<file path="src/hdl/smbm_pkg.sv">
// Shared constants and types for the shared memory bus master port.
package smbm_pkg;
    // Bus flavour encodings used on the strap input.
    localparam logic       SMBM_FLAVOUR_A   = 1'h0;
    localparam logic       SMBM_FLAVOUR_B   = 1'h1;
    // Access kinds that decide what a bus error does.
    localparam logic [1:0] SMBM_KIND_CTRL   = 2'h0;
    localparam logic [1:0] SMBM_KIND_TXDATA = 2'h1;
    localparam logic [1:0] SMBM_KIND_OTHER  = 2'h2;
    // Reset value of the address and data registers.
    localparam logic [31:0] SMBM_DATA_RST   = 32'h0000_0000;
    // Least wait between reset and the first action request.
    localparam int         SMBM_AR_WAIT_US  = 500;
    localparam int         SMBM_CLK_MHZ     = 100;
    localparam int         SMBM_AR_WAIT_CYC = SMBM_AR_WAIT_US * SMBM_CLK_MHZ;
    // Length of the action request low pulse driven by the host.
    localparam int         SMBM_AR_PULSE_CYC = 2;
endpackage

</file>
<file path="src/hdl/smbm_if.sv">
// Interface joining the device port and the host side.
interface smbm_if;
    import smbm_pkg::*;
    logic        write_not_read_o;
    logic        write_not_read_oe_n;
    logic        addr_valid_strobe_o;
    logic        addr_valid_strobe_oe_n;
    logic [31:0] addr_o;
    logic [31:0] wdata_o;
    logic [31:0] rdata_i;
    logic        data_oe_n;
    logic        ready_in;
    logic        transfer_ack_m;
    logic        bus_error_in;
    logic        hold_request;
    logic        hold_grant_in;
    logic        grant_pass_on_i;
    logic        bus_request_m_o;
    logic        bus_request_m_oe_n;
    logic        bus_request_m_i;
    logic        grant_in_m;
    logic        master_active_m_o;
    logic        master_active_m_oe_n;
    logic        master_active_m_i;
    logic        grant_pass_on_m;
    logic        word_width_select;
    logic        parity_mode_strap;
    logic        flavour_select;
    logic        action_request;
    logic        peer_hold_request;

    // Wired-OR resolution of the open-drain lines shared with peers.
    assign bus_request_m_i   = bus_request_m_oe_n ? 1'h1 : bus_request_m_o;
    assign master_active_m_i = master_active_m_oe_n ? 1'h1 : master_active_m_o;

    modport device (
        output write_not_read_o, write_not_read_oe_n, addr_valid_strobe_o, addr_valid_strobe_oe_n,
        output addr_o, wdata_o, data_oe_n, hold_request, grant_pass_on_i,
        output bus_request_m_o, bus_request_m_oe_n, master_active_m_o, master_active_m_oe_n, grant_pass_on_m,
        input  rdata_i, ready_in, transfer_ack_m, bus_error_in, hold_grant_in, bus_request_m_i,
        input  grant_in_m, master_active_m_i, word_width_select, parity_mode_strap, flavour_select,
        input  action_request, peer_hold_request
    );
    modport host (
        input  write_not_read_o, write_not_read_oe_n, addr_valid_strobe_o, addr_valid_strobe_oe_n,
        input  addr_o, wdata_o, data_oe_n, hold_request, grant_pass_on_i, grant_pass_on_m,
        input  bus_request_m_i, master_active_m_i,
        output rdata_i, ready_in, transfer_ack_m, bus_error_in, hold_grant_in, grant_in_m,
        output word_width_select, parity_mode_strap, flavour_select, action_request, peer_hold_request
    );
endinterface

</file>
<file path="src/hdl/smbm_device.sv">
// Device end: bus master port that runs queued memory cycles for the controller.
// Function
// - Drive direction output, float when not master.
// - Flavour A: ready ends cycle, captures read.
// - Flavour B: acknowledge falling edge ends cycle.
// - Bus error terminates current cycle.
// - Control read error: action-fail interrupt, suspend.
// - Transmit read error: abort frame, interrupt.
// - Other bus errors: only terminate cycle.
// - No timeout; bus error escapes hung cycle.
// - Width strap: high 32-bit, low 16-bit.
// - Flavour A: hold request high asks bus.
// - Start cycles only after hold grant.
// - Flavour B: drive request low, sense peers.
// - Arbiter asserts low grant to permit mastership.
// - Drive master-active low; sense other masters.
// - Parity strap fixed before and through reset.
// - Pass hold grant on for downstream requester.
// - Pass unrequested grant; rerequest after lines idle.
// - Low action request pulse starts an action.
// - Host waits 500 us before first action.
// - Flavour A: address strobe low with valid address, else float.
module smbm_device
    import smbm_pkg::*;
(
    input  wire logic        sys_clk,
    input  wire logic        srst,
    smbm_if.device           bus,
    input  wire logic        xfer_valid,
    output logic             xfer_ready,
    input  wire logic        xfer_write,
    input  wire logic [1:0]  xfer_kind,
    input  wire logic [31:0] xfer_addr,
    input  wire logic [31:0] xfer_wdata,
    output logic             done_valid,
    output logic             done_error,
    output logic [31:0]      done_rdata,
    output logic             action_start,
    output logic             action_fail_interrupt,
    output logic             tx_abort_interrupt,
    output logic             action_suspended,
    output logic             parity_mode,
    output logic             wide_mode
);
    typedef enum logic [4:0] {
        SMBM_IDLE  = 5'b00001,
        SMBM_REQ   = 5'b00010,
        SMBM_ADDR  = 5'b00100,
        SMBM_WAIT  = 5'b01000,
        SMBM_REL   = 5'b10000
    } smbm_state_t;

    smbm_state_t state_reg, state_next;
    logic        write_reg, write_next;
    logic [1:0]  kind_reg, kind_next;
    logic [31:0] addr_reg, addr_next;
    logic [31:0] wdata_reg, wdata_next;
    logic [31:0] rdata_reg, rdata_next;
    logic        done_reg, done_next;
    logic        err_reg, err_next;
    logic        afail_reg, afail_next;
    logic        txab_reg, txab_next;
    logic        susp_reg, susp_next;
    logic        ack_prev_reg, ack_prev_next;
    logic        ar_prev_reg, ar_prev_next;
    logic        act_reg, act_next;
    logic        strap_par_reg, strap_par_next;
    logic        strap_wide_reg, strap_wide_next;
    logic        started_reg, started_next;
    logic        flav_b;
    logic        granted;
    logic        terminated;
    logic        ack_fall;
    logic        master;

    assign flav_b   = bus.flavour_select == SMBM_FLAVOUR_B;
    // Flavour B needs the grant and no other master on the shared master-active line.
    assign granted  = flav_b ? (!bus.grant_in_m && bus.master_active_m_i)
                             : bus.hold_grant_in;
    assign ack_fall = ack_prev_reg && !bus.transfer_ack_m;
    // Either acknowledge ends the cycle; bus error is the only escape from a hung cycle.
    assign terminated = (flav_b ? ack_fall : bus.ready_in) || !bus.bus_error_in;
    assign master   = state_reg == SMBM_ADDR || state_reg == SMBM_WAIT;

    // Next-state logic for arbitration and cycles.
    always_comb begin
        state_next      = state_reg;
        write_next      = write_reg;
        kind_next       = kind_reg;
        addr_next       = addr_reg;
        wdata_next      = wdata_reg;
        rdata_next      = rdata_reg;
        done_next       = 1'h0;
        err_next        = 1'h0;
        afail_next      = 1'h0;
        txab_next       = 1'h0;
        susp_next       = susp_reg;
        ack_prev_next   = bus.transfer_ack_m;
        ar_prev_next    = bus.action_request;
        act_next        = 1'h0;
        strap_par_next  = strap_par_reg;
        strap_wide_next = strap_wide_reg;
        started_next    = 1'h1;
        xfer_ready      = 1'h0;
        // Straps are caught once, at the first edge after reset release.
        if (!started_reg) begin
            strap_par_next  = bus.parity_mode_strap;
            strap_wide_next = bus.word_width_select;
        end
        // A falling action request edge starts an action and lifts any suspension.
        if (ar_prev_reg && !bus.action_request) begin
            act_next  = 1'h1;
            susp_next = 1'h0;
        end
        case (state_reg)
            SMBM_IDLE: begin
                // Wait for the hold grant, request and master-active lines to fall idle before requesting again.
                if (xfer_valid && !susp_reg && !bus.hold_grant_in && bus.master_active_m_i
                    && bus.bus_request_m_i) begin
                    state_next = SMBM_REQ;
                end
            end
            SMBM_REQ: begin
                if (granted) begin
                    state_next = SMBM_ADDR;
                end
            end
            SMBM_ADDR: begin
                xfer_ready = 1'h1;
                write_next = xfer_write;
                kind_next  = xfer_kind;
                addr_next  = xfer_addr;
                // Narrow mode leaves the upper data half at zero.
                wdata_next = strap_wide_reg ? xfer_wdata : {16'h0000, xfer_wdata[15:0]};
                state_next = SMBM_WAIT;
            end
            SMBM_WAIT: begin
                if (terminated) begin
                    done_next = 1'h1;
                    if (!bus.bus_error_in) begin
                        err_next = 1'h1;
                        if (!write_reg && kind_reg == SMBM_KIND_CTRL) begin
                            afail_next = 1'h1;
                            susp_next  = 1'h1;
                        end else if (!write_reg && kind_reg == SMBM_KIND_TXDATA) begin
                            txab_next = 1'h1;
                        end
                    end else if (!write_reg) begin
                        rdata_next = strap_wide_reg ? bus.rdata_i : {16'h0000, bus.rdata_i[15:0]};
                    end
                    // Keep mastership while more work is queued and allowed.
                    if (xfer_valid && !(susp_next)) begin
                        state_next = SMBM_ADDR;
                    end else begin
                        state_next = SMBM_REL;
                    end
                end
            end
            SMBM_REL: begin
                state_next = SMBM_IDLE;
            end
            default: begin
                state_next = SMBM_IDLE;
            end
        endcase
    end

    // State registers; only constants are loaded under reset.
    always_ff @(posedge sys_clk) begin
        if (srst) begin
            state_reg      <= SMBM_IDLE;
            write_reg      <= 1'h0;
            kind_reg       <= SMBM_KIND_OTHER;
            addr_reg       <= SMBM_DATA_RST;
            wdata_reg      <= SMBM_DATA_RST;
            rdata_reg      <= SMBM_DATA_RST;
            done_reg       <= 1'h0;
            err_reg        <= 1'h0;
            afail_reg      <= 1'h0;
            txab_reg       <= 1'h0;
            susp_reg       <= 1'h0;
            ack_prev_reg   <= 1'h1;
            ar_prev_reg    <= 1'h1;
            act_reg        <= 1'h0;
            strap_par_reg  <= 1'h0;
            strap_wide_reg <= 1'h1;
            started_reg    <= 1'h0;
        end else begin
            state_reg      <= state_next;
            write_reg      <= write_next;
            kind_reg       <= kind_next;
            addr_reg       <= addr_next;
            wdata_reg      <= wdata_next;
            rdata_reg      <= rdata_next;
            done_reg       <= done_next;
            err_reg        <= err_next;
            afail_reg      <= afail_next;
            txab_reg       <= txab_next;
            susp_reg       <= susp_next;
            ack_prev_reg   <= ack_prev_next;
            ar_prev_reg    <= ar_prev_next;
            act_reg        <= act_next;
            strap_par_reg  <= strap_par_next;
            strap_wide_reg <= strap_wide_next;
            started_reg    <= started_next;
        end
    end

    // Pin drive: cycle outputs float outside SMBM_WAIT; the flavour B request is driven in SMBM_REQ.
    assign bus.write_not_read_o       = write_reg;
    assign bus.write_not_read_oe_n    = !(state_reg == SMBM_WAIT);
    assign bus.addr_valid_strobe_o    = 1'h0;
    assign bus.addr_valid_strobe_oe_n = !(state_reg == SMBM_WAIT && !flav_b);
    assign bus.addr_o                 = addr_reg;
    assign bus.wdata_o                = wdata_reg;
    assign bus.data_oe_n              = !(state_reg == SMBM_WAIT && write_reg);
    assign bus.hold_request           = !flav_b && (state_reg == SMBM_REQ || master);
    // A grant we did not ask for belongs to a peer further down the chain.
    assign bus.grant_pass_on_i        = !flav_b && bus.hold_grant_in && bus.peer_hold_request
                                        && state_reg == SMBM_IDLE;
    assign bus.bus_request_m_o        = 1'h0;
    assign bus.bus_request_m_oe_n     = !(flav_b && state_reg == SMBM_REQ);
    assign bus.master_active_m_o      = 1'h0;
    assign bus.master_active_m_oe_n   = !(flav_b && master);
    assign bus.grant_pass_on_m        = !(flav_b && !bus.grant_in_m && state_reg == SMBM_IDLE);

    // User-side results.
    assign done_valid            = done_reg;
    assign done_error            = err_reg;
    assign done_rdata            = rdata_reg;
    assign action_start          = act_reg;
    assign action_fail_interrupt = afail_reg;
    assign tx_abort_interrupt    = txab_reg;
    assign action_suspended      = susp_reg;
    assign parity_mode           = strap_par_reg;
    assign wide_mode             = strap_wide_reg;
endmodule

</file>
<file path="src/flat_wrapper.sv">
// flat-port wrapper written by rule: the top's interface ports become plain ports
module smbm_device_flat import smbm_pkg::*;
  (sys_clk, srst, xfer_valid, xfer_ready, xfer_write, xfer_kind, xfer_addr, xfer_wdata, done_valid, done_error, done_rdata, action_start, action_fail_interrupt, tx_abort_interrupt, action_suspended, parity_mode, wide_mode, bus_write_not_read_o, bus_write_not_read_oe_n, bus_addr_valid_strobe_o, bus_addr_valid_strobe_oe_n, bus_addr_o, bus_wdata_o, bus_data_oe_n, bus_hold_request, bus_grant_pass_on_i, bus_bus_request_m_o, bus_bus_request_m_oe_n, bus_master_active_m_o, bus_master_active_m_oe_n, bus_grant_pass_on_m, bus_rdata_i, bus_ready_in, bus_transfer_ack_m, bus_bus_error_in, bus_hold_grant_in, bus_grant_in_m, bus_word_width_select, bus_parity_mode_strap, bus_flavour_select, bus_action_request, bus_peer_hold_request);
  smbm_if bus_i ();
  input  wire logic sys_clk;
  input  wire logic srst;
  input  wire logic xfer_valid;
  output logic xfer_ready;
  input  wire logic xfer_write;
  input  wire logic [1:0] xfer_kind;
  input  wire logic [31:0] xfer_addr;
  input  wire logic [31:0] xfer_wdata;
  output logic done_valid;
  output logic done_error;
  output logic [31:0] done_rdata;
  output logic action_start;
  output logic action_fail_interrupt;
  output logic tx_abort_interrupt;
  output logic action_suspended;
  output logic parity_mode;
  output logic wide_mode;
  output wire logic [$bits(bus_i.write_not_read_o)-1:0] bus_write_not_read_o;
  output wire logic [$bits(bus_i.write_not_read_oe_n)-1:0] bus_write_not_read_oe_n;
  output wire logic [$bits(bus_i.addr_valid_strobe_o)-1:0] bus_addr_valid_strobe_o;
  output wire logic [$bits(bus_i.addr_valid_strobe_oe_n)-1:0] bus_addr_valid_strobe_oe_n;
  output wire logic [$bits(bus_i.addr_o)-1:0] bus_addr_o;
  output wire logic [$bits(bus_i.wdata_o)-1:0] bus_wdata_o;
  output wire logic [$bits(bus_i.data_oe_n)-1:0] bus_data_oe_n;
  output wire logic [$bits(bus_i.hold_request)-1:0] bus_hold_request;
  output wire logic [$bits(bus_i.grant_pass_on_i)-1:0] bus_grant_pass_on_i;
  output wire logic [$bits(bus_i.bus_request_m_o)-1:0] bus_bus_request_m_o;
  output wire logic [$bits(bus_i.bus_request_m_oe_n)-1:0] bus_bus_request_m_oe_n;
  output wire logic [$bits(bus_i.master_active_m_o)-1:0] bus_master_active_m_o;
  output wire logic [$bits(bus_i.master_active_m_oe_n)-1:0] bus_master_active_m_oe_n;
  output wire logic [$bits(bus_i.grant_pass_on_m)-1:0] bus_grant_pass_on_m;
  input wire logic [$bits(bus_i.rdata_i)-1:0] bus_rdata_i;
  input wire logic [$bits(bus_i.ready_in)-1:0] bus_ready_in;
  input wire logic [$bits(bus_i.transfer_ack_m)-1:0] bus_transfer_ack_m;
  input wire logic [$bits(bus_i.bus_error_in)-1:0] bus_bus_error_in;
  input wire logic [$bits(bus_i.hold_grant_in)-1:0] bus_hold_grant_in;
  input wire logic [$bits(bus_i.grant_in_m)-1:0] bus_grant_in_m;
  input wire logic [$bits(bus_i.word_width_select)-1:0] bus_word_width_select;
  input wire logic [$bits(bus_i.parity_mode_strap)-1:0] bus_parity_mode_strap;
  input wire logic [$bits(bus_i.flavour_select)-1:0] bus_flavour_select;
  input wire logic [$bits(bus_i.action_request)-1:0] bus_action_request;
  input wire logic [$bits(bus_i.peer_hold_request)-1:0] bus_peer_hold_request;
  assign bus_write_not_read_o = bus_i.write_not_read_o;
  assign bus_write_not_read_oe_n = bus_i.write_not_read_oe_n;
  assign bus_addr_valid_strobe_o = bus_i.addr_valid_strobe_o;
  assign bus_addr_valid_strobe_oe_n = bus_i.addr_valid_strobe_oe_n;
  assign bus_addr_o = bus_i.addr_o;
  assign bus_wdata_o = bus_i.wdata_o;
  assign bus_data_oe_n = bus_i.data_oe_n;
  assign bus_hold_request = bus_i.hold_request;
  assign bus_grant_pass_on_i = bus_i.grant_pass_on_i;
  assign bus_bus_request_m_o = bus_i.bus_request_m_o;
  assign bus_bus_request_m_oe_n = bus_i.bus_request_m_oe_n;
  assign bus_master_active_m_o = bus_i.master_active_m_o;
  assign bus_master_active_m_oe_n = bus_i.master_active_m_oe_n;
  assign bus_grant_pass_on_m = bus_i.grant_pass_on_m;
  assign bus_i.rdata_i = bus_rdata_i;
  assign bus_i.ready_in = bus_ready_in;
  assign bus_i.transfer_ack_m = bus_transfer_ack_m;
  assign bus_i.bus_error_in = bus_bus_error_in;
  assign bus_i.hold_grant_in = bus_hold_grant_in;
  assign bus_i.grant_in_m = bus_grant_in_m;
  assign bus_i.word_width_select = bus_word_width_select;
  assign bus_i.parity_mode_strap = bus_parity_mode_strap;
  assign bus_i.flavour_select = bus_flavour_select;
  assign bus_i.action_request = bus_action_request;
  assign bus_i.peer_hold_request = bus_peer_hold_request;
  smbm_device u_core (.sys_clk(sys_clk), .srst(srst), .bus(bus_i), .xfer_valid(xfer_valid), .xfer_ready(xfer_ready), .xfer_write(xfer_write), .xfer_kind(xfer_kind), .xfer_addr(xfer_addr), .xfer_wdata(xfer_wdata), .done_valid(done_valid), .done_error(done_error), .done_rdata(done_rdata), .action_start(action_start), .action_fail_interrupt(action_fail_interrupt), .tx_abort_interrupt(tx_abort_interrupt), .action_suspended(action_suspended), .parity_mode(parity_mode), .wide_mode(wide_mode));
endmodule
</file>
<file path="config.mk">
export PLATFORM = sky130hd
export DESIGN_NAME = smbm_device_flat
export DESIGN_NICKNAME = d
export VERILOG_FILES = /design/src/hdl/smbm_pkg.sv /design/src/hdl/smbm_if.sv /design/src/hdl/smbm_device.sv /design/src/flat_wrapper.sv
export SDC_FILE = /design/constraint.sdc
export NUM_CORES = 1
export LEC_CHECK = 0
export BUFFER_PORTS_ARGS = -buffer_cell sky130_fd_sc_hd__clkbuf_2
export CORE_ASPECT_RATIO = 0.5
export CORE_MARGIN = 4
export CORE_UTILIZATION = 44
export DETAILED_ROUTE_END_ITERATION = 8
export PLACE_DENSITY_LB_ADDON = 0.25
export SETUP_SLACK_MARGIN = 0.2
export SYNTH_ARGS = -nofsm -noshare
export SYNTH_HDL_FRONTEND = slang
export SYNTH_SLANG_ARGS = --single-unit
</file>
<file path="constraint.sdc">
create_clock -name sys_clk -period 1.7 [get_ports sys_clk]
set_input_delay 0.34 -clock sys_clk [delete_from_list [all_inputs] [get_ports sys_clk]]
set_output_delay 0.34 -clock sys_clk [all_outputs]
set_load 0.02 [all_outputs]
</file>
---- After elaboration in Yosys (flattened, before gate mapping) ----
Cells that the tools add are included.
cells by class
  equal/unequal tests ..................... 8
  muxes and demuxes ....................... 25
  bitwise gates (word level) .............. 3
  reduce and logical (&&, ||, !) cells .... 45
operator list
  operator            count
  $mux 32             2
  $logic_and 1x1->1   20
  $mux 5              4
  $pmux 5 s4          1
  $mux 1              18
  $logic_not 1->1     15
  $ne 2x1->1 const B  3
  $eq 5x1->1 const B  1
  $eq 5x2->1 const B  1
  $eq 5x3->1 const B  1
  $eq 5x4->1 const B  1
  $reduce_or 5->1     1
  $reduce_and 4->1    1
  $reduce_or 4->1     1
  $logic_or 1x1->1    3
  $not 1->1           3
  $reduce_and 3->1    1
  $reduce_or 3->1     1
  $eq 2x1->1 const B  1
  $logic_not 2->1     1
  $reduce_or 2->1     1
word-level totals
  register bits after elaboration ......... 115
  bits of input ports ..................... 112
  output and inout bits ................... 117
  logic and storage cells ................. 98

---- Depth between registers and ports, before layout ----
  depth in word-level cells ............... 12
  depth in mapped cells ................... 6
  depth with buffers taken out ............ 5

---- Least setup slack after synthesis ----
Ideal clock, no wire load.
  path kind ............................... register to output
  start ................................... reg u_core.state_reg[1]
  end ..................................... out bus_master_active_m_oe_n
  data arrival time ....................... 1.535 ns
  data required time ...................... 1.360 ns
  path slack .............................. -0.175 ns
  cell stages (with the launch flop) ...... 6
  path buffers ............................ 1
  cells stage by stage .................... dfxtp_1 nor2_1 nand3_1 inv_2 clkbuf_1 o21ai_0
between the ends
  cells in the longest elaborated chain, start to end .. 4
  elaborated cells between the ends (all ways) .. 5
  classes of those cells .................. eq/ne: 2; reduce/logical: 3
RTL lines
  what                                      RTL line            source
  start, declared                           smbm_device.sv:53   smbm_state_t state_reg, state_next;
  start signal, assigned                    smbm_device.sv:189  state_reg <= state_next;
  $eq 5x3->1 or $eq 5x4->1 (tied branches)  smbm_device.sv:83   assign master = state_reg == SMBM_ADDR || state_reg == SMBM_WAIT;
  $logic_or 1x1->1 *                        smbm_device.sv:83
  $logic_and 1x1->1 *                       smbm_device.sv:224  assign bus.master_active_m_oe_n = !(flav_b && master);
  $logic_not 1->1 *                         smbm_device.sv:224
  end, declared                             flat_wrapper.sv:34  output wire logic [$bits(bus_i.master_active_m_oe_n)-1:0] bus_master_active_m_oe_n;
Every way passes the cells marked *; elsewhere a longest branch is shown, timed or not.

---- Final worst setup path ----
  start ................................... reg u_core.state_reg[2]
  end ..................................... out bus_addr_valid_strobe_oe_n
between the ends
  cells in the longest elaborated chain, start to end .. 3
RTL lines
  what               RTL line            source
  $eq 5x4->1         smbm_device.sv:213  assign bus.addr_valid_strobe_oe_n = !(state_reg == SMBM_WAIT && !flav_b);
  $logic_and 1x1->1  smbm_device.sv:213
  $logic_not 1->1    smbm_device.sv:213
  end, declared      flat_wrapper.sv:25  output wire logic [$bits(bus_i.addr_valid_strobe_oe_n)-1:0] bus_addr_valid_strobe_oe_n;
Every way passes these cells.

==> flow_summary.toml <==
[run_status]
status = "finished, violations left"
violations_in_the_final_reports = "negative setup slack"

[power]
power.density_nw_per_um2 = 947
post-layout-total-power_uw = 6860
vdd.ir_drop.worst_mv = 0.948
share_clk_of_total_power_pct = 54.8
power.share.combinational_pct = 5.6
power.sequential.fraction_pct = 39.6
internal-power_uw = 5420
switchingPower_uw = 1450
power.leakage_uw = 0.00317
swShare_pct = 21.1

[detailed_routing]
avgRoutedWirePerCell_um = 17.5
detailroute.via_count = 4760
wl_um = 15900
drt_drc_violations_left = 0
dr.first_iter.drc_count = 237
ant_nets = 0
post_dr_vias_cell = 5.24
firstDrtPassIters = 5

[placement]
finalWeightedCongestion = 0.855
port_buffers = 225
dp_hpwl_um = 9030

[floorplan]
die-area_um2 = 11300
floorplan.die.height_um = 77.3
coreArea_um2 = 9040
floorplan.io_pins = 229
fp.dieW_um = 147
row_count = 24
effective_utilization_at_floorplan_pct = 46.8

[logic_synthesis]
ys_types = 33
synth_sequential_area_ratio_pct = 54.5
async_reset_ff_share_pct = 0
synth_instances = 521
postSynthRegisterBits = 115
netlist_area_um2 = 4230
synth.avg_cell_area_um2 = 8.11
yosys_most_used_dff = "sky130_fd_sc_hd__dfxtp_1"
synth-edff-count = 0
ys.warnings.count = 0

[global_route]
vias_in_the_first_global_route = 4403
gr-total-overflow = 0
grt_util_all_layers_pct = 23.8
grt_max_degree = 37
grt_first_pass_wirelength_um = 22000
initial_antenna_violation_count = 0

[clock_tree]
cts.root.buffer_cell = "sky130_fd_sc_hd__clkbuf_16"
cts-htree-levels = 4
clk_path_buf_depth = 2
cts.sinks = 115
tritoncts.num_buffers = 17
cts_tree = "yes"
cts_hold_buf = 0
clock_insertion_delay_worst_skew_ps = 410
clkTransAtPathRegs_ps = 50

[finish]
syn2layout_area_growth_pct = 71.6
num-nets-final = 879
count_of_filler_cells_inserted_in_the_layout = 579
layout-drive-gt1-share_pct = 53.5
postLayoutCoreUtil_pct = 80.2
antennaDiodeCount = 0

[setup_path]
critPathMaxFanout = 2
critPathKind = "flip-flop to output pin"
crit_path_end_kind = "output pin"
critical_path_required_ps = 1360
timing.critical_path.arrival_ps = 1710
rrSetupSlack_ps = 10
worstSetupStartpointType = "flip-flop"

[sta]
postLayoutSetupSlackWorst_ps = -353
finalSetupViolCount = 9
hold_viol_final = 0
slew_viol_final = 0
tcrit_tclk_final_pct = 121
finClkSkew_ps = 7.59
grt_setup_unrepaired = "yes"
max_freq_mhz = 487
final_period_minus_worst_setup_slack_ps = 2050

[flow_run]
cap_viol_max_count = 0

[min_path]
hold_path_class = "input port to flip-flop"
==> final cells by class <==
| class | count | area, um^2 | area share (%) |
|---|---|---|---|
| Multi-Input combinational cell | 359 | 2310 | 31.9 |
| Sequential cell | 115 | 2310 | 31.8 |
| Timing Repair Buffer | 269 | 1820 | 25.1 |
| Clock buffer | 21 | 470 | 6.49 |
| Tap cell | 130 | 163 | 2.24 |
| Clock inverter | 10 | 155 | 2.14 |
| Inverter | 5 | 21.3 | 0.293 |
==> synthesized netlist by cell type, types with 3 or more instances <==
library cell,count,area (um^2)
sky130_fd_sc_hd__a21oi_1,97,485
sky130_fd_sc_hd__and3_1,4,25.0
sky130_fd_sc_hd__buf_2,10,50.1
sky130_fd_sc_hd__buf_4,3,22.5
sky130_fd_sc_hd__clkbuf_1,31,116
sky130_fd_sc_hd__dfxtp_1,115,2300
sky130_fd_sc_hd__nand2_1,127,477
sky130_fd_sc_hd__nand3_1,38,190
sky130_fd_sc_hd__nand4_1,16,100
sky130_fd_sc_hd__nor2_1,14,52.6
sky130_fd_sc_hd__nor2b_1,4,25.0
sky130_fd_sc_hd__o21ai_0,36,180
==> power groups by stage <==
stage          sequential [uW]  combinational [uW]  clock (uW)
4_1_cts                   2720                 318        3790
5_1_grt                   2720                 412        3940
6_report                  2720                 382        3760
3_3_place_gp              2780                 303           0
3_5_place_dp              2780                 301           0
2_1_floorplan             2780                 115           0
==> per-layer routing <==
metal  global-route usage [%]  vias up  part of all wire, %
met5                        0        -                    0
met4                     7.88        0                  2.4
met3                     7.71       35                  7.4
met2                     41.9      191                   50
met1                     27.7     2261                   40
li1                         -     2273                    -
==> layout by cell type, fill, tap and decap left out, drive strengths merged, types with 2 or more instances in the layout <==
cell type,count
clkbuf,249
nand2,127
dfxtp,115
a21oi,97
buf,41
nand3,38
o21ai,36
nand4,16
nor2,14
clkinv,5
nor2b,4
bufinv,4
and3,4
inv,4
conb,3
nand2b,2
mux2i,2
or2,2
clkinvlp,2
nor3,2
==> through the flow <==
| step | hold WS (ps) | instance area [um^2] | TNS [ps] | instances | setup slack, ps |
|---|---|---|---|---|---|
| 6_report | 146 | 7250 | -2100 | 909 | -353 |
| 5_1_grt | 125 | 7250 | -2700 | 909 | -406 |
| 4_1_cts | 135 | 6400 | -2100 | 894 | -368 |
| 3_5_place_dp | 424 | 5540 | 0 | 855 | 41.6 |
| 3_3_place_gp | 419 | 5540 | 0 | 855 | 49.1 |
| 2_1_floorplan | 408 | 4240 | 0 | 523 | 48.8 |
==> path summary, 6_finish.rpt <==
check,startpoint,to,cells past startpoint
worst max-delay path,u_core.state_reg[2],bus_addr_valid_strobe_oe_n,4
worst min-delay path,bus_transfer_ack_m,u_core.ack_prev_reg,2
worst max register to register,u_core.state_reg[2],u_core.state_reg[1],5
worst min register to register,u_core.ar_prev_reg,u_core.action_start,2
==> worst max-delay path, stage by stage, from the launching register on <==
cell,delay (ps)
sky130_fd_sc_hd__dfxtp_2,310
sky130_fd_sc_hd__or3_4,390
sky130_fd_sc_hd__nor3b_4,190
sky130_fd_sc_hd__or2b_4,290
sky130_fd_sc_hd__buf_8,130
==> logic make-up after synthesis <==
| kind of cell | count (synthesis) | synth area share (%) |
|---|---|---|
| and+or+nand+nor | 216 | 23.4 |
| AOI/OAI and AO/OA | 137 | 16.5 |
| DFF | 115 | 54.5 |
| buffers and inverters | 49 | 4.91 |
| muxes | 2 | 0.474 |
| xor gates and xnor gates | 1 | 0.207 |
| other | 1 | 0.0887 |
==> what timing repair did <==
item                       in CTS  in global routing
cloned                          2                 12
buffers inserted                6                  3
pin swaps                       9                 50
setup endpoints to repair      34                 94
gates resized for setup        38                144
No activity file was read; power rests on OpenSTA's default activity.
